$ cat src/logic/rtc_timer_map.svh
/*
  register offsets, field positions, reset values and prescaler counts of the
  programmable timer block. assumes a single 8-bit register space behind the
  serial register interface of the clock chip.
*/
`ifndef RTC_TIMER_MAP_SVH
`define RTC_TIMER_MAP_SVH

`define RTC_OFS_CTRL_STATUS      8'h01
`define RTC_OFS_TIMER_A_CLK      8'h10
`define RTC_OFS_TIMER_A_VALUE    8'h11
`define RTC_OFS_TIMER_B_CLKPULSE 8'h12
`define RTC_OFS_TIMER_B_VALUE    8'h13

`define RTC_SRC_LSB              0
`define RTC_SRC_MSB              2
`define RTC_PW_LSB               4
`define RTC_PW_MSB               6

`define RTC_SRC_RESET            3'h7
`define RTC_PW_RESET             3'h0
`define RTC_VALUE_RESET          8'h00

`define RTC_PRE_MAX              15'h7FFF
`define RTC_PRE_4096_MASK        15'h0007
`define RTC_PRE_64_MASK          15'h01FF
`define RTC_SEC_LAST             6'h3B
`define RTC_MIN_LAST             6'h3B

`define RTC_PW_UNIT_TICKS        10'h040

`endif

$ cat src/logic/rtc_timer_pkg.sv
/*
  types shared by the programmable timer block.
  assumes the map header is included by the design file that needs numbers.
*/
package rtc_timer_pkg;

  typedef logic [7:0] rtc_byte_type;

  typedef enum logic [1:0] {
    RTC_FN_OFF_LOW  = 2'h0,
    RTC_FN_COUNTDOWN = 2'h1,
    RTC_FN_WATCHDOG  = 2'h2,
    RTC_FN_OFF_HIGH = 2'h3
  } rtc_func_type;

  typedef enum logic [2:0] {
    RTC_SRC_4096HZ,
    RTC_SRC_64HZ,
    RTC_SRC_1HZ,
    RTC_SRC_1MIN,
    RTC_SRC_1HOUR
  } rtc_src_type;

endpackage : rtc_timer_pkg

$ cat src/logic/rtc_timer.sv
/*
  two 8-bit programmable timers of a real-time clock: prescaler from the
  crystal enable, timer A watchdog/countdown with flags and the first interrupt
  pin, timer B clock and pulse-width settings.
  assumes the serial interface decodes each register access into one-cycle
  strobes on clk_in, and that the control bits living in other registers
  arrive as plain levels.
*/
`timescale 1ns/1ps
`include "rtc_timer_map.svh"

// Overview of operation
// timer A source field picks 4096, 64, 1, 1/60 or 1/3600 Hz; reset 111
// timer B source field decodes identically; reset 111
// timer B pulse-width field bits 6:4 gives 46.875 to 218.750 ms; reset 000
// value register n sets period n over source frequency; timer B value is only stored and read back
// function field 01 is countdown, 10 is watchdog
// watchdog counts down; at count 1 next tick sets watchdog flag
// watchdog flag raises interrupt only when its enable is 1
// watchdog interrupt is pulse or level per interrupt-mode bit
// watchdog never reloads; only a software write restarts it
// watchdog: nonzero write clears flag and interrupt, starts counting
// watchdog: zero write clears flag and interrupt, stops counting
// watchdog flag read-only; reading status register 01h clears it
// countdown: at count 1 next tick sets flag, reloads n, continues
// countdown expiry with enable 1 asserts the first interrupt pin
// function field 00 or 11 disables timer A
// interrupt-mode bit 0 means level, 1 means pulse
// countdown flag stays set until host clears it
// countdown with count zero stands still
// unused bits of clock registers read zero, writes ignored
// all source clocks are divided from the crystal oscillator
module rtc_timer (
  input  wire logic                        clk_in,
  input  wire logic                        rst_n_in,
  input  wire logic                        osc_tick_in,
  input  wire logic [7:0]                  reg_addr_in,
  input  wire rtc_timer_pkg::rtc_byte_type reg_wdata_in,
  input  wire logic                        reg_wr_in,
  input  wire logic                        reg_rd_in,
  input  wire logic [1:0]                  timer_a_function_sel_in,
  input  wire logic                        timer_a_irq_pulse_mode_in,
  input  wire logic                        watchdog_irq_enable_in,
  input  wire logic                        countdown_a_irq_enable_in,
  input  wire logic                        countdown_a_flag_clear_in,
  output logic [7:0]                       reg_rdata_out,
  output logic                             watchdog_expired_flag_out,
  output logic                             countdown_a_expired_flag_out,
  output logic                             irq_pin_first_n_out,
  output logic                             irq_pin_first_oe_out,
  output logic                             timer_b_src_tick_out,
  output logic [9:0]                       timer_b_pulse_ticks_out
);
  import rtc_timer_pkg::*;

  logic [14:0] pre_r;
  logic [14:0] pre_nxt;
  logic [5:0]  sec_r;
  logic [5:0]  sec_nxt;
  logic [5:0]  min_r;
  logic [5:0]  min_nxt;
  logic [4:0]  src_tick;

  logic [2:0]  a_src_r;
  logic [2:0]  a_src_nxt;
  logic [2:0]  b_src_r;
  logic [2:0]  b_src_nxt;
  logic [2:0]  b_pw_r;
  logic [2:0]  b_pw_nxt;
  logic [7:0]  a_reload_r;
  logic [7:0]  a_reload_nxt;
  logic [7:0]  a_count_r;
  logic [7:0]  a_count_nxt;
  logic [7:0]  b_value_r;
  logic [7:0]  b_value_nxt;
  logic        wd_flag_r;
  logic        wd_flag_nxt;
  logic        cd_flag_r;
  logic        cd_flag_nxt;
  logic        pulse_r;
  logic        pulse_nxt;
  logic [7:0]  rdata_r;
  logic [7:0]  rdata_nxt;
  logic        irq_r;
  logic        irq_nxt;
  logic        b_tick_r;
  logic        b_tick_nxt;
  logic [9:0]  b_pw_ticks_r;
  logic [9:0]  b_pw_ticks_nxt;

  // codes 100, 110, 111 (and the unlisted 101) all mean one hour
  function automatic rtc_src_type decode_src(input logic [2:0] code);
    rtc_src_type s;
    s = RTC_SRC_1HOUR;
    unique case (code)
      3'h0:    s = RTC_SRC_4096HZ;
      3'h1:    s = RTC_SRC_64HZ;
      3'h2:    s = RTC_SRC_1HZ;
      3'h3:    s = RTC_SRC_1MIN;
      default: s = RTC_SRC_1HOUR;
    endcase
    return s;
  endfunction : decode_src

  // prescaler chain: 4096 Hz, 64 Hz, 1 Hz, 1/60 Hz, 1/3600 Hz enables
  always_comb begin
    pre_nxt = pre_r;
    sec_nxt = sec_r;
    min_nxt = min_r;
    src_tick[0] = osc_tick_in && ((pre_r & `RTC_PRE_4096_MASK) == `RTC_PRE_4096_MASK);
    src_tick[1] = osc_tick_in && ((pre_r & `RTC_PRE_64_MASK) == `RTC_PRE_64_MASK);
    src_tick[2] = osc_tick_in && (pre_r == `RTC_PRE_MAX);
    src_tick[3] = src_tick[2] && (sec_r == `RTC_SEC_LAST);
    src_tick[4] = src_tick[3] && (min_r == `RTC_MIN_LAST);
    if (osc_tick_in) begin
      pre_nxt = pre_r + 15'h0001;
    end
    if (src_tick[2]) begin
      sec_nxt = (sec_r == `RTC_SEC_LAST) ? 6'h00 : sec_r + 6'h01;
    end
    if (src_tick[3]) begin
      min_nxt = (min_r == `RTC_MIN_LAST) ? 6'h00 : min_r + 6'h01;
    end
  end

  always_ff @(posedge clk_in or negedge rst_n_in) begin
    if (!rst_n_in) begin
      pre_r <= 15'h0000;
      sec_r <= 6'h00;
      min_r <= 6'h00;
    end else begin
      pre_r <= pre_nxt;
      sec_r <= sec_nxt;
      min_r <= min_nxt;
    end
  end

  // registers, timer A engine, interrupt pin
  always_comb begin
    logic        a_tick;
    logic        rd_status;
    logic        wd_expire;
    logic        cd_expire;
    logic        level;
    rtc_func_type fn;
    a_tick    = src_tick[decode_src(a_src_r)];
    fn        = rtc_func_type'(timer_a_function_sel_in);
    level     = 1'b0;
    rd_status = reg_rd_in && (reg_addr_in == `RTC_OFS_CTRL_STATUS);
    wd_expire = 1'b0;
    cd_expire = 1'b0;
    a_src_nxt  = a_src_r;
    b_src_nxt  = b_src_r;
    b_pw_nxt   = b_pw_r;
    a_reload_nxt = a_reload_r;
    a_count_nxt  = a_count_r;
    b_value_nxt  = b_value_r;
    wd_flag_nxt  = wd_flag_r;
    cd_flag_nxt  = cd_flag_r;
    pulse_nxt    = pulse_r;
    rdata_nxt    = rdata_r;

    unique case (fn)
      RTC_FN_WATCHDOG: begin
        if (a_tick && a_count_r != 8'h00) begin
          if (a_count_r == 8'h01) begin
            wd_expire   = 1'b1;
            a_count_nxt = 8'h00;
          end else begin
            a_count_nxt = a_count_r - 8'h01;
          end
        end
      end
      RTC_FN_COUNTDOWN: begin
        if (a_tick && a_count_r != 8'h00) begin
          if (a_count_r == 8'h01) begin
            cd_expire   = 1'b1;
            a_count_nxt = a_reload_r;
          end else begin
            a_count_nxt = a_count_r - 8'h01;
          end
        end
      end
      RTC_FN_OFF_LOW, RTC_FN_OFF_HIGH: begin
        a_count_nxt = a_count_r;
      end
    endcase

    // clears first, so an expiry in the same cycle still lands
    if (rd_status) begin
      wd_flag_nxt = 1'b0;
      pulse_nxt   = 1'b0;
    end
    if (countdown_a_flag_clear_in) begin
      cd_flag_nxt = 1'b0;
    end
    if (pulse_r && src_tick[1]) begin
      pulse_nxt = 1'b0;
    end

    if (reg_wr_in) begin
      unique case (reg_addr_in)
        `RTC_OFS_TIMER_A_CLK: begin
          a_src_nxt = reg_wdata_in[`RTC_SRC_MSB:`RTC_SRC_LSB];
        end
        `RTC_OFS_TIMER_A_VALUE: begin
          a_reload_nxt = reg_wdata_in;
          a_count_nxt  = reg_wdata_in;
          if (fn == RTC_FN_WATCHDOG) begin
            wd_flag_nxt = 1'b0;
            pulse_nxt   = 1'b0;
          end
        end
        `RTC_OFS_TIMER_B_CLKPULSE: begin
          b_src_nxt = reg_wdata_in[`RTC_SRC_MSB:`RTC_SRC_LSB];
          b_pw_nxt  = reg_wdata_in[`RTC_PW_MSB:`RTC_PW_LSB];
        end
        `RTC_OFS_TIMER_B_VALUE: begin
          b_value_nxt = reg_wdata_in;
        end
        default: begin
          b_value_nxt = b_value_r;
        end
      endcase
    end

    // a stale write in the same cycle does not hide an expiry
    if (wd_expire) begin
      wd_flag_nxt = 1'b1;
      if (watchdog_irq_enable_in) begin
        pulse_nxt = 1'b1;
      end
    end
    if (cd_expire) begin
      cd_flag_nxt = 1'b1;
      if (countdown_a_irq_enable_in) begin
        pulse_nxt = 1'b1;
      end
    end

    if (reg_rd_in) begin
      unique case (reg_addr_in)
        `RTC_OFS_TIMER_A_CLK:      rdata_nxt = {5'h00, a_src_r};
        `RTC_OFS_TIMER_A_VALUE:    rdata_nxt = a_count_r;
        `RTC_OFS_TIMER_B_CLKPULSE: rdata_nxt = {1'b0, b_pw_r, 1'b0, b_src_r};
        `RTC_OFS_TIMER_B_VALUE:    rdata_nxt = b_value_r;
        default:                   rdata_nxt = 8'h00;
      endcase
    end

    level = (wd_flag_nxt && watchdog_irq_enable_in) || (cd_flag_nxt && countdown_a_irq_enable_in);
    irq_nxt = timer_a_irq_pulse_mode_in ? pulse_nxt : level;

    b_tick_nxt     = src_tick[decode_src(b_src_r)];
    // pulse width in 4096 Hz ticks: 3,4,5,6,8,10,12,14 units of 64
    unique case (b_pw_r)
      3'h0: b_pw_ticks_nxt = `RTC_PW_UNIT_TICKS * 10'h003;
      3'h1: b_pw_ticks_nxt = `RTC_PW_UNIT_TICKS * 10'h004;
      3'h2: b_pw_ticks_nxt = `RTC_PW_UNIT_TICKS * 10'h005;
      3'h3: b_pw_ticks_nxt = `RTC_PW_UNIT_TICKS * 10'h006;
      3'h4: b_pw_ticks_nxt = `RTC_PW_UNIT_TICKS * 10'h008;
      3'h5: b_pw_ticks_nxt = `RTC_PW_UNIT_TICKS * 10'h00A;
      3'h6: b_pw_ticks_nxt = `RTC_PW_UNIT_TICKS * 10'h00C;
      3'h7: b_pw_ticks_nxt = `RTC_PW_UNIT_TICKS * 10'h00E;
    endcase
  end

  always_ff @(posedge clk_in or negedge rst_n_in) begin
    if (!rst_n_in) begin
      a_src_r      <= `RTC_SRC_RESET;
      b_src_r      <= `RTC_SRC_RESET;
      b_pw_r       <= `RTC_PW_RESET;
      a_reload_r   <= `RTC_VALUE_RESET;
      a_count_r    <= `RTC_VALUE_RESET;
      b_value_r    <= `RTC_VALUE_RESET;
      wd_flag_r    <= 1'b0;
      cd_flag_r    <= 1'b0;
      pulse_r      <= 1'b0;
      rdata_r      <= 8'h00;
      irq_r        <= 1'b0;
      b_tick_r     <= 1'b0;
      // matches width code 000, so no illegal width shows after reset
      b_pw_ticks_r <= `RTC_PW_UNIT_TICKS * 10'h003;
    end else begin
      a_src_r      <= a_src_nxt;
      b_src_r      <= b_src_nxt;
      b_pw_r       <= b_pw_nxt;
      a_reload_r   <= a_reload_nxt;
      a_count_r    <= a_count_nxt;
      b_value_r    <= b_value_nxt;
      wd_flag_r    <= wd_flag_nxt;
      cd_flag_r    <= cd_flag_nxt;
      pulse_r      <= pulse_nxt;
      rdata_r      <= rdata_nxt;
      irq_r        <= irq_nxt;
      b_tick_r     <= b_tick_nxt;
      b_pw_ticks_r <= b_pw_ticks_nxt;
    end
  end

  // pin is open drain, active low: only ever pulled down
  assign reg_rdata_out                = rdata_r;
  assign watchdog_expired_flag_out    = wd_flag_r;
  assign countdown_a_expired_flag_out = cd_flag_r;
  assign irq_pin_first_n_out          = 1'b0;
  assign irq_pin_first_oe_out         = irq_r;
  assign timer_b_src_tick_out         = b_tick_r;
  assign timer_b_pulse_ticks_out      = b_pw_ticks_r;

endmodule : rtc_timer

$ cat config.mk
export PLATFORM = sky130hd
export DESIGN_NAME = rtc_timer
export DESIGN_NICKNAME = d
export VERILOG_FILES = /design/src/logic/rtc_timer_pkg.sv /design/src/logic/rtc_timer.sv
export VERILOG_INCLUDE_DIRS = /design/src /design/src/logic
export SDC_FILE = /design/constraint.sdc
export NUM_CORES = 1
export LEC_CHECK = 0
export ABC_AREA = 1
export BUFFER_PORTS_ARGS = -buffer_cell sky130_fd_sc_hd__clkbuf_2
export CORE_MARGIN = 2
export CORE_UTILIZATION = 60
export CTS_BUF_LIST = sky130_fd_sc_hd__clkbuf_8
export DETAILED_ROUTE_END_ITERATION = 12
export PLACE_DENSITY = 0.82
export SLEW_MARGIN = 20
export SYNTH_ARGS = -nofsm -noshare
export SYNTH_HDL_FRONTEND = slang
export SYNTH_SLANG_ARGS = --single-unit
$ cat constraint.sdc
create_clock -name clk_in -period 2.7 [get_ports clk_in]
set_input_delay 0.81 -clock clk_in [delete_from_list [all_inputs] [get_ports clk_in]]
set_output_delay 0.81 -clock clk_in [all_outputs]
set_load 0.005 [all_outputs]
Word-level counts from Yosys, hierarchy flattened. Memories as Yosys holds them, arrays and structs flattened. A register that Yosys moved wholly into a read port is not among the register bits. Cells that the tools add are included.

Flip-flop bits (word level): 83. Bits in latches: 0. Bits in writable memories: 0. Bits in read-only memories: 32. Bits of input ports: 27. Output and inout port bits: 23. Word-level logic and storage cells: 101. Memories kept: 1.

Memory list: (no name shown) (depth 8, bits a word 4, read ports 1, clocked after memory_dff 1, wr ports 0, RTL line rtc_timer.sv:256) `unique case (b_pw_r)`.

Add/subtract/negate cells: 4. Multiply operators: 0. Div/mod/pow operators: 0. Magnitude comparators: 2. Equality and inequality tests: 20. Shift-type cells: 0. Mux-type cells: 37. Bitwise operators: 0. Reductions and logical operators: 21.

Operators with widths (number): $mux 8 (6); $eq 8x5->1 const B (4); $pmux 8 s4 (1); $pmux 3 s4 (2); $pmux 8 s3 (1); $mux 1 (23); $eq 8x1->1 const B (2); $add 15x1->15 const B (1); $eq 15x15->1 const B (1); $add 6x1->6 const B (2); $eq 3x2->1 const B (4); $eq 6x6->1 const B (2); $mux 6 (2); $logic_and 1x1->1 (10); $eq 9x9->1 const B (1); $lt 3x4->1 const B (2); $reduce_and 2->1 (4); $reduce_bool 8->1 (1); $sub 8x1->8 const B (1); $bmux 1 s3 (2); $eq 3x1->1 const B (2); $logic_not 3->1 (2); $eq 2x2->1 const B (2); $eq 3x3->1 const B (1); 5 further kinds (5).

Depth between registers and ports, before layout. Gate-level depths: netlist (run 1).

Depth after elaboration: 13. Depth in mapped cells: 21. Gate-level depth less buffers: 21.

Least setup slack after synthesis (run 1). OpenSTA, ideal clock, no wires.

Kind: input-to-reg. From: input port osc_tick_in. To: register a_count_r[7]. Setup time: 0.118 ns. Arrival: 2.076 ns. Data required time: 2.582 ns. Setup slack: 0.507 ns. Stages: 16. Cell sequence: buf_4 nand2_1 nor2_2 nand2_2 nor2_8 nand3_4 nand2_4 nand2_1 nor2_4 nand2_1 nand2_1 nand2_1 nand2_1 nand2_1 nand2_1 nand2_1.

Longest elaborated chain between the ends: 10.

RTL lines: start, declared (RTL line rtc_timer.sv:36) `input wire logic osc_tick_in,`; $logic_and 1x1->1 (RTL line rtc_timer.sv:112) `` src_tick[2] = osc_tick_in && (pre_r == `RTC_PRE_MAX); ``; $logic_and 1x1->1 (RTL line rtc_timer.sv:113) `` src_tick[3] = src_tick[2] && (sec_r == `RTC_SEC_LAST); ``; $logic_and 1x1->1 (RTL line rtc_timer.sv:114) `` src_tick[4] = src_tick[3] && (min_r == `RTC_MIN_LAST); ``; $bmux 1 s3 (*) (RTL line rtc_timer.sv:146) `a_tick = src_tick[decode_src(a_src_r)];`; $mux 1 (not written as such) (*) (RTL line rtc_timer.sv:146); $logic_and 1x1->1 (*) (RTL line rtc_timer.sv:165, rtc_timer.sv:175); $mux 8, on equally long branches (RTL line rtc_timer.sv:175, rtc_timer.sv:165); $pmux 8 s3 (*) (RTL line rtc_timer.sv:163) `unique case (fn)`; $mux 8 (RTL line rtc_timer.sv:202) `unique case (reg_addr_in)`; $mux 8 (*) (RTL line rtc_timer.sv:201) `if (reg_wr_in) begin`; via a_count_nxt[7] (RTL line rtc_timer.sv:73) `logic [7:0] a_count_nxt;`; end signal, assigned (RTL line rtc_timer.sv:274) `` a_count_r <= `RTC_VALUE_RESET; ``; end signal, assigned (RTL line rtc_timer.sv:289) `a_count_r <= a_count_nxt;`; end, declared (RTL line rtc_timer.sv:72) `logic [7:0] a_count_r;`.

The timed path passes the listed nets; every way through them passes the cells marked *. The select of a mux whose other input is x is not followed. A chain may end at the register's enable or synchronous reset.

Worst setup path in the final report (run 1).
From: register pre_r[1]. To: register a_count_r[7].

Longest elaborated chain between the ends: 11.

RTL lines: start, declared (RTL line rtc_timer.sv:56) `logic [14:0] pre_r;`; start signal, assigned (RTL line rtc_timer.sv:132) `pre_r <= pre_nxt;`; $eq 15x15->1 (no source line); $logic_and 1x1->1 (RTL line rtc_timer.sv:112); $logic_and 1x1->1 (RTL line rtc_timer.sv:113); $logic_and 1x1->1 (RTL line rtc_timer.sv:114); $bmux 1 s3 (*) (RTL line rtc_timer.sv:146); $mux 1 (not written as such) (*) (RTL line rtc_timer.sv:146); $logic_and 1x1->1 (*) (RTL line rtc_timer.sv:165, rtc_timer.sv:175); $mux 8, on equally long branches (RTL line rtc_timer.sv:175, rtc_timer.sv:165); $pmux 8 s3 (*) (RTL line rtc_timer.sv:163); $mux 8 (RTL line rtc_timer.sv:202); $mux 8 (*) (RTL line rtc_timer.sv:201); via a_count_nxt[7] (RTL line rtc_timer.sv:73).

Marks and branches as above.

==> impl_results.md, run 1 <==
- WL per Instance: ~14 um
- Top FF cell, synth: dfrtp_1
- Commonest non-fill, non-tap cell in the layout: nand2_1
- Distinct cell type count after synthesis: between 40 and 50
- Initial core utilization: between 60 and 70%
- Seq cells post-synth: 77
- Drt pass-1 iters: 5
- Worst Skew: between 0.01 and 0.015 ns
- Post-route minimum period: ~2.6 ns
- Proportion of netlist area held by the largest area contributor: 40.7%
- Worst Setup Start Kind: flip-flop
- Hold Buf Count CTS: 0
- CP Data Arrival Time: approximately 2.9 ns
- Wire length of the first global-routing pass: around 16000 um
- NetSw: ~0.00085 W
- F_max: 382 MHz
- CTS root buffer: clkbuf_8
- TritonCTS sink count: 77
- Switching part of the total: roughly 29%
- Pwr/cell area: ~600 nW/um2
- # DRC: 0
- Routed WL: between 9000 and 10000 um
- Power Internal: just over 0.002 W
- Insertion delay to the later sink of the worst-skew pair: ~0.35 ns
- Slew @ Worst Pin: around 0.58 ns
- Vias: around 3700
- Area occupied by multi-input gates: approximately 2000 um2
- Die Y: ~88 um
- HP Class: input pin to async pin
- Dpl cell area: 4550 um2
- FF-to-FF End: a_count_r[7]
- Initial DRC count: 301
- Clock Path Buffers: 2
- Design area: about 4900 um2
- Fill count: between 500 and 600
- Fin. max-slew vios: 0
- Reg2Reg Depth: 19
- Worst setup EP type: flip-flop
- Number of synthesized flops with an enable pin: 0
- Overflow after GRT: 0
- Post-layout util: between 70% and 80%
- Crit-path max FO: 8
- Reg2Reg Launch Point: pre_r[1]
- Layout Nets: approximately 610
- Leakage: 2.57 nW
- Max VDD drop: ~0.34 mV
- Pwr Total: a little under 0.003 W
- Post-route ant nets: 0
- Final WS setup: just over 0.08 ns
- Synthesized area: 4240 um2
- Vias/cell: between 5 and 6
- Seq/Total Area, Yosys: between 40% and 50%
- Core region area: slightly below 7000 um2
- Number of max-cap violations: 0
- Mean Syn Cell Area: just over 8 um2
- Fraction of registers with async set or reset after synthesis: 100%
- Final hold slack: between 0.4 and 0.5 ns
- IO Port Bufs: 42
- Slew HR: 61.1%
- Worst-path clk slew: approximately 0.080 ns
- Syn Inst Count: 521
- Crit path required time: 2.94 ns
- Hold Fails Final Rpt: 0
- H-tree level count: 3
- Area growth syn-to-layout: 14.4%
- Reg power frac: a little under half
- Total CTS buffers: 9
- Largest cells by area after synthesis: dfrtp_1 41%, nand2_1 13%, inv_1 6.0%, dfstp_2 5.0%, o21ai_0 4.6%
- Run status: finished clean
- Final GP Congestion: roughly 0.86
- Worst R2R Setup Slack: approximately 0.081 ns
- Comb pwr share: 18.3%
- Clock group share of total power: 35.2%
- Placement Setup Slack: 0.115 ns
- Reg area: between 1500 and 2000 um2
- Initial antenna violation count: 0
- Share of cells above drive strength 1: around 20%
- DIE WIDTH: slightly below 90 um
- Largest net degree at the start of global routing: ~40
- Antenna fix cells: 0
- Yosys top cell by area: dfrtp_1
- HPWL Detailed: 6770 um
- GRT Total Usage: a little over a quarter
- Number of global-route vias before repair: 3500
- Commonest non-fill, non-tap cells in the layout: 145 x nand2_1, 70 x inv_1, 69 x dfrtp_1
- Final setup fails: 0
- Ys Warns: 0
- Die ar.: slightly below 8000 um2
- CTS tree: built
- WS Path Type: flip-flop to flip-flop
- Rows: 30
- IO Pins: 50
- Period utilization: 97.0%
worst max-delay path by stage:
stage / slack [ns] / end / depth (start not counted) / start
2_1_floorplan: 0.51 / a_count_r[7] / 16 / osc_tick_in
3_3_place_gp: 0.22 / a_count_r[6] / 14 / osc_tick_in
3_5_place_dp: 0.12 / a_count_r[7] / 19 / pre_r[0]
4_1_cts: 0.01 / a_count_r[6] / 19 / pre_r[0]
5_1_grt: -0.02 / a_count_r[7] / 19 / pre_r[0]
6_report: 0.08 / a_count_r[7] / 19 / pre_r[1]
flip-flops by register name, summed over array words and instances, names as in the netlist, 3 cells and up:
name / count
pre_r: 15
a_count_r: 8
a_reload_r: 8
b_value_r: 8
reg_rdata_out: 8
min_r: 6
sec_r: 6
timer_b_pulse_ticks_out: 4
a_src_r: 3
b_pw_r: 3
b_src_r: 3
worst max-delay path, cell delays in order (launching register included):
cell and delay, ns:
dfrtp_1 0.40, ha_1 0.20, nand2_1 0.10, nor2_4 0.13
nand2_4 0.09, inv_1 0.08, ha_1 0.15, nand2_2 0.10
a21oi_2 0.15, o21ai_0 0.12, nand2_1 0.07, inv_1 0.05
nand2_2 0.11, nand3_4 0.16, nor2_4 0.19, nor2_1 0.12
nand2_1 0.09, nand2_1 0.07, nand2_1 0.07, nand2_1 0.06
cell type report:
| class | instances | area share [%] |
|---|---|---|
| Multi-Input combinational cell | 362 | 40.4 |
| Sequential cell | 77 | 39.9 |
| Timing Repair Buffer | 55 | 6.91 |
| Inverter | 71 | 5.49 |
| Clock buffer | 9 | 2.55 |
| Tap cell | 96 | 2.48 |
| Clock inverter | 7 | 2.22 |
routing by layer:
layer  GRT usage (%)  vias up  share of wire (%)
met3            5.09       36                6.9
met1            34.0     1764                 42
li1                -     1783                  -
met2            42.7      158                 48
met5               0        -                  0
met4            12.3        0                3.3
what timing repair did:
| action | CTS | global route |
|---|---|---|
| setup buffers | 0 | 7 |
| setup endpoints to repair | 0 | 9 |
| resized for setup | 0 | 2 |
kinds of logic (layout without fill, tap and decap cells):
kind of cell,Yosys count,after routing,share of synthesized area [%]
AOI/OAI and AO/OA,80,80,10.6
muxes,5,5,1.33
and+or+nand+nor,247,247,27.9
DFF,77,77,45.7
other,1,7,0.0884
buffers and inverters,88,142,8.76
xor gates and xnor gates,13,13,2.68
adders and majority gates,10,10,2.95
power by group through the flow:
stage	sequential, W	combinational (W)	clock [W]
finish	0.00136	0.000534	0.00103
global route	0.00136	0.000602	0.00109
CTS	0.00135	0.000490	0.00103
detailed placement	0.00137	0.000482	0
global placement	0.00136	0.000460	0
floorplan	0.00134	0.000362	0
Yosys cell counts (all sizes together) (4+ instances only):
cell type	n
nand2	153
inv	71
dfrtp	69
o21ai	52
nor2	35
nand3	29
a21oi	15
buf	13
ha	10
nand4	10
dfstp	8
nor3	7
xor2	7
xnor2	6
mux2	5
nor4	5
or2	5
clkbuf	4
o211ai	4
per-stage QoR:
stage	TNS, ns	cells
final	0	677
after global routing	-0.0246	677
after CTS	0	670
after detailed placement	0	654
after global placement	0	654
after floorplan	0	527
No activity file was read; power rests on OpenSTA's default activity.
==> run 2, diff against run 1 <==
--- a/config.mk
+++ b/config.mk
@@ -9,10 +9,10 @@
 export ABC_AREA = 1
 export BUFFER_PORTS_ARGS = -buffer_cell sky130_fd_sc_hd__clkbuf_2
 export CORE_MARGIN = 2
-export CORE_UTILIZATION = 60
+export CORE_UTILIZATION = 61
 export CTS_BUF_LIST = sky130_fd_sc_hd__clkbuf_8
 export DETAILED_ROUTE_END_ITERATION = 12
-export PLACE_DENSITY = 0.82
+export PLACE_DENSITY = 0.83
 export SLEW_MARGIN = 20
 export SYNTH_ARGS = -nofsm -noshare
 export SYNTH_HDL_FRONTEND = slang
==> impl_results.md, run 2 (synthesis results as in run 1) <==
- Initial DRC count: 307
- Slew @ Worst Pin: roughly 0.55 ns
- Pwr/cell area: around 570 nW/um2
- Fin cells: between 600 and 700
- Dpl cells: between 600 and 700
- Run status: finished clean
- Post-layout util: 70.3%
- CP Data Arrival Time: 2.73 ns
- Layout Nets: about 610
- Switching part of the total: approximately 31%
- Max stage delay cell, worst path: dfrtp_1
- Worst Setup Start Kind: flip-flop
- Worst Skew: between 0.009 and 0.01 ns
- Largest net degree at the start of global routing: 42
- Vias: between 3000 and 4000
- Number of max-cap violations: 0
- Die ar.: about 7600 um2
- Reg power frac: 49.6%
- WS Path Type: flip-flop to flip-flop
- Area growth syn-to-layout: 11.9%
- Fin. max-slew vios: 0
- Routed WL: around 9400 um
- Initial antenna violation count: 0
- Crit path required time: 2.95 ns
- NetSw: ~0.00084 W
- Slew HR: ~64%
- GR peak layer: met2
- Hold Buf Count CTS: 0
- CTS root buffer: clkbuf_8
- Total CTS buffers: 9
- DIE WIDTH: 87.4 um
- Register with the most flip-flops: pre_r
- HPWL Detailed: between 6000 and 7000 um
- Fill count: 545
- Power Internal: 0.00188 W
- Antenna fix cells: 0
- Crit-path cells: ha_1, nand2_1, nor2_4, nand2_4, inv_1, ha_1, nand2_1, a21oi_2, o21ai_0, nand2_1, inv_1, nand2_2, inv_2, nor2_4, nand2_1, nand2_1, nand2_1, nand2_1, nand2_1, nand2_1, nand2_1
- Clock Path Buffers: 2
- Period utilization: roughly nine tenths
- Leakage: roughly 2.5 nW
- HP Class: input pin to async pin
- GR Layer Usage met1: 36.4%
- Grt met3 use: 7.20%
- Max VDD drop: about 0.32 mV
- TritonCTS sink count: 77
- Worst-path clk slew: approximately 0.080 ns
- Overflow after GRT: 0
- Crit-path max FO: 9
- Final setup fails: 0
- Max reg flops: 15
- Post-route minimum period: roughly 2.5 ns
- # DRC: 0
- Critical Path Most Common Cell: nand2_1
- Clock group share of total power: 32.0%
- Insertion delay to the later sink of the worst-skew pair: 0.35 ns
- Share of cells above drive strength 1: about a fifth
- GRT Total Usage: between 20% and 30%
- Commonest non-fill, non-tap cell in the layout: nand2_1
- Hold Fails Final Rpt: 0
- Vias/cell: 5.59
- Drt pass-1 iters: 5
- Number of global-route vias before repair: between 3000 and 4000
- IO Pins: 50
- Final GP Congestion: between 0.9 and 1
- Core region area: around 6800 um2
- Commonest non-fill, non-tap cells in the layout: 146 x nand2_1, 70 x inv_1, 69 x dfrtp_1
- F_max: roughly 400 MHz
- Met2 Use GR: about two fifths
- IO Port Bufs: 42
- Wire length of the first global-routing pass: approximately 16000 um
- Post-route ant nets: 0
- Slowest Stage Delay on Critical Path: just under 0.4 ns
- CTS tree: built
- Initial core utilization: a little over three fifths
- Rows: 30
- Comb pwr share: 18.4%
- Die Y: between 80 and 90 um
- WL per Instance: ~14 um
- H-tree level count: 3
- Worst setup EP type: flip-flop
[run 2: cell count changes in the layout (fill, tap and decap cells not counted)]
cell,change
nand2_1,+1
clkinvlp_4,+1
clkbuf_8,+1
buf_4,-6
bufinv_16,-2
nor2_1,-1
nand2_2,-1
nor2_2,+1
[run 2: final timing paths]
path	start	to	slack, ns	cells after the start
max	pre_r[0]	a_count_r[7]	0.22	21
min	rst_n_in	timer_b_src_tick_out	0.41	1
max reg2reg	pre_r[0]	a_count_r[7]	0.22	21
min reg2reg	b_pw_r[0]	timer_b_pulse_ticks_out[6]	0.46	1
max in group asynchronous	rst_n_in	countdown_a_expired_flag_out	1.71	2
min in group clk_in	b_pw_r[0]	timer_b_pulse_ticks_out[6]	0.46	1
[run 2: critical path, delay by kind of cell, from the launching register on]
family	cells	cell delay, ns
simple gates	14	1.21
flops	1	0.39
fa+ha+maj	2	0.32
compound gates	2	0.27
buf+inv	3	0.18
[run 2: area by class of cell]
cell class	instances	area, um2	area share (%)
Inverter	71	267	5.61
Timing Repair Buffer	49	290	6.11
Sequential cell	77	1940	40.8
Clock buffer	10	138	2.90
Tap cell	80	100	2.11
Multi-Input combinational cell	362	1960	41.3
Clock inverter	6	55.1	1.16
[run 2: what timing repair did]
action                                  CTS  global route
buffers inserted                          0             1
endpoints found under the setup margin    0             9
resized for setup                         0             2
endpoints found under the hold margin     0             0
[run 2: layer usage]
| metal | share of wire, % | vias to the layer above |
|---|---|---|
| li1 | - | 1763 |
| met1 | 43 | 1715 |
| met2 | 47 | 162 |
| met3 | 7.7 | 19 |
| met4 | 1.8 | 0 |
| met5 | 0 | - |
[run 2: power groups by stage]
stage / Sequential, W / Combinational, W / Clock, W
2_1_floorplan: 0.00134 / 0.000362 / 0
3_3_place_gp: 0.00136 / 0.000460 / 0
3_5_place_dp: 0.00137 / 0.000484 / 0
4_1_cts: 0.00135 / 0.000489 / 0.000877
5_1_grt: 0.00137 / 0.000568 / 0.000939
6_report: 0.00135 / 0.000501 / 0.000870
[run 2: stage by stage]
stage	cell area, um2	setup TNS, ns	hold WS (ns)	setup slack (ns)	power (W)
final	4750	0	0.413	0.217	0.00272
after global placement	4530	0	0.443	0.233	0.00182
after global routing	4750	-0.0293	0.432	-0.0291	0.00287
after CTS	4720	0	0.424	0.0891	0.00271
after floorplan	4260	0	0.413	0.507	0.00171
after detailed placement	4530	0	0.441	0.135	0.00185
==> run 3, diff against run 2 <==
--- a/config.mk
+++ b/config.mk
@@ -12,6 +12,7 @@
 export CORE_UTILIZATION = 61
 export CTS_BUF_LIST = sky130_fd_sc_hd__clkbuf_8
 export DETAILED_ROUTE_END_ITERATION = 12
+export MAX_ROUTING_LAYER = met4
 export PLACE_DENSITY = 0.83
 export SLEW_MARGIN = 20
 export SYNTH_ARGS = -nofsm -noshare
==> impl_results.md, run 3 (synthesis results as in run 1) <==
- Routed WL: 9270 um
- Insertion delay to the later sink of the worst-skew pair: roughly 0.36 ns
- Drt pass-1 iters: 5
- Share of cells above drive strength 1: 19.4%
- Worst Setup Start Kind: flip-flop
- Dpl cell area: ~4500 um2
- Design area: 4760 um2
- Final setup fails: 0
- F_max: around 410 MHz
- Number of global-route vias before repair: between 3000 and 4000
- Layout Nets: 609
- Hold Fails Final Rpt: 0
- Critical Path Most Common Cell: nand2_1
- Period utilization: roughly 90%
- Fin. max-slew vios: 0
- Die ar.: between 7000 and 8000 um2
- Clock Path Buffers: 2
- Setup TNS: 0 ns
- DIE WIDTH: roughly 90 um
- Worst setup EP type: flip-flop
- Pwr/cell area: around 570 nW/um2
- Post-route ant nets: 0
- Initial core utilization: ~63%
- WL per Instance: 14.1 um
- Commonest non-fill, non-tap cells in the layout: 146 x nand2_1, 69 x inv_1, 69 x dfrtp_1
- Vias/cell: 5.50
- Vias: 3616
- HP Class: input pin to async pin
- Family with the most delay on the worst path: simple AND/OR/NAND/NOR gates
- Buf/Inv on CP: 3
- Rows: 30
- Largest net degree at the start of global routing: 42
- Initial DRC count: roughly 250
- Final GP Congestion: ~0.94
- Die Y: approximately 90 um
- Overflow after GRT: 0
- CTS root buffer: clkbuf_8
- IO Pins: 50
- Initial antenna violation count: 0
- Leakage: approximately 2.5 nW
- Crit-path cells: ha_1, nand2_1, nor2_4, nand2_4, inv_1, ha_1, nand2_1, a21oi_1, o21ai_0, nand2_1, inv_1, nand2_2, nand3_4, buf_12, nand2_1, o21ai_1, o21ai_1, nand3_1, nand2_1
- Register with the most flip-flops: pre_r
- Max stage delay cell, worst path: dfrtp_1
- Wire length of the first global-routing pass: 15800 um
- Post-route minimum period: ~2.4 ns
- # DRC: 0
- Antenna fix cells: 0
- HPWL Detailed: 6790 um
- Worst Skew: 0.0105 ns
- GR peak layer: met2
- Grt met3 use: under 10%
- Core region area: a little under 7000 um2
- Total CTS buffers: 9
- Slowest Stage Delay on Critical Path: approximately 0.4 ns
- CP Data Arrival Time: 2.74 ns
- GRT Total Usage: between 20% and 30%
- Crit path required time: approximately 3.0 ns
- Number of max-cap violations: 0
- Fill count: approximately 560
- Crit-path max FO: 13
- RSZ-0062 raised after global routing: no
- Met2 Use GR: 43.2%
- IO Port Bufs: between 40 and 50
- CTS tree: built
- Slew HR: roughly 64%
- GR Layer Usage met1: around 35%
- Max reg flops: 15
- Commonest non-fill, non-tap cell in the layout: nand2_1
- TritonCTS sink count: 77
- Run status: finished clean
- Area growth syn-to-layout: 12.2%
- Slew @ Worst Pin: approximately 0.53 ns
- H-tree level count: 3
- Post-layout util: between 70 and 80%
- Worst-path clk slew: roughly 0.08 ns
- Max VDD drop: 0.401 mV
- WS Path Type: flip-flop to flip-flop
run 3: per-stage QoR:
step | instances | power, W | hold slack (ns) | setup WS (ns)
5_1_grt | 657 | 0.00285 | 0.429 | 0.0282
3_3_place_gp | 638 | 0.00182 | 0.443 | 0.232
6_report | 657 | 0.00271 | 0.403 | 0.259
2_1_floorplan | 527 | 0.00171 | 0.413 | 0.507
4_1_cts | 654 | 0.00269 | 0.419 | 0.161
3_5_place_dp | 638 | 0.00185 | 0.446 | 0.149
run 3: path summary, 6_finish.rpt:
| path | start | to | slack [ns] | depth (start not counted) |
|---|---|---|---|---|
| setup / recovery | pre_r[0] | a_count_r[1] | 0.26 | 19 |
| hold / removal | rst_n_in | min_r[5] | 0.40 | 1 |
| setup reg to reg | pre_r[0] | a_count_r[1] | 0.26 | 19 |
| hold reg to reg | b_pw_r[0] | timer_b_pulse_ticks_out[6] | 0.46 | 1 |
| max in group asynchronous | rst_n_in | countdown_a_expired_flag_out | 1.72 | 2 |
| min in group clk_in | b_pw_r[0] | timer_b_pulse_ticks_out[6] | 0.46 | 1 |
run 3: cell type report:
type                    instances  area [um2]  share of cell area [%]
well taps                      80         100                    2.10
multi-input cells             363        1960                    41.3
clock buffers                   9         124                    2.60
inverters                      71         267                    5.60
repair buffers                 50         298                    6.26
clock inverters                 7        67.6                    1.42
flip-flops and latches         77        1940                    40.7
run 3: power breakdown:
group | switching, W | leakage (nW) | internal, W
sequential | 0.0000962 | 0.974 | 0.00125
clock | 0.000432 | 0.0964 | 0.000422
combinational | 0.000316 | 1.45 | 0.000189
total | 0.000844 | 2.52 | 0.00186
run 3: routing by layer:
layer | routed length (um) | vias up
li1 | - | 1771
met1 | 4150 | 1684
met2 | 4340 | 139
met3 | 586 | 22
met4 | 194 | 0
met5 | 0 | -
run 3: timing repair:
| action | in CTS | in global routing |
|---|---|---|
| hold buffers | 0 | 0 |
| resized for setup | 0 | 1 |
| endpoints found under the setup margin | 0 | 6 |
| setup buffers | 0 | 2 |
run 3: worst reg2reg max path, delay by kind of cell (launching register included):
kind	cells	cell delay (ns)
buffers and inverters	3	0.31
flip-flops	1	0.40
adder cells (fa/ha/maj)	2	0.32
AND/OR/NAND/NOR	10	0.92
AO/OA/AOI/OAI	4	0.46
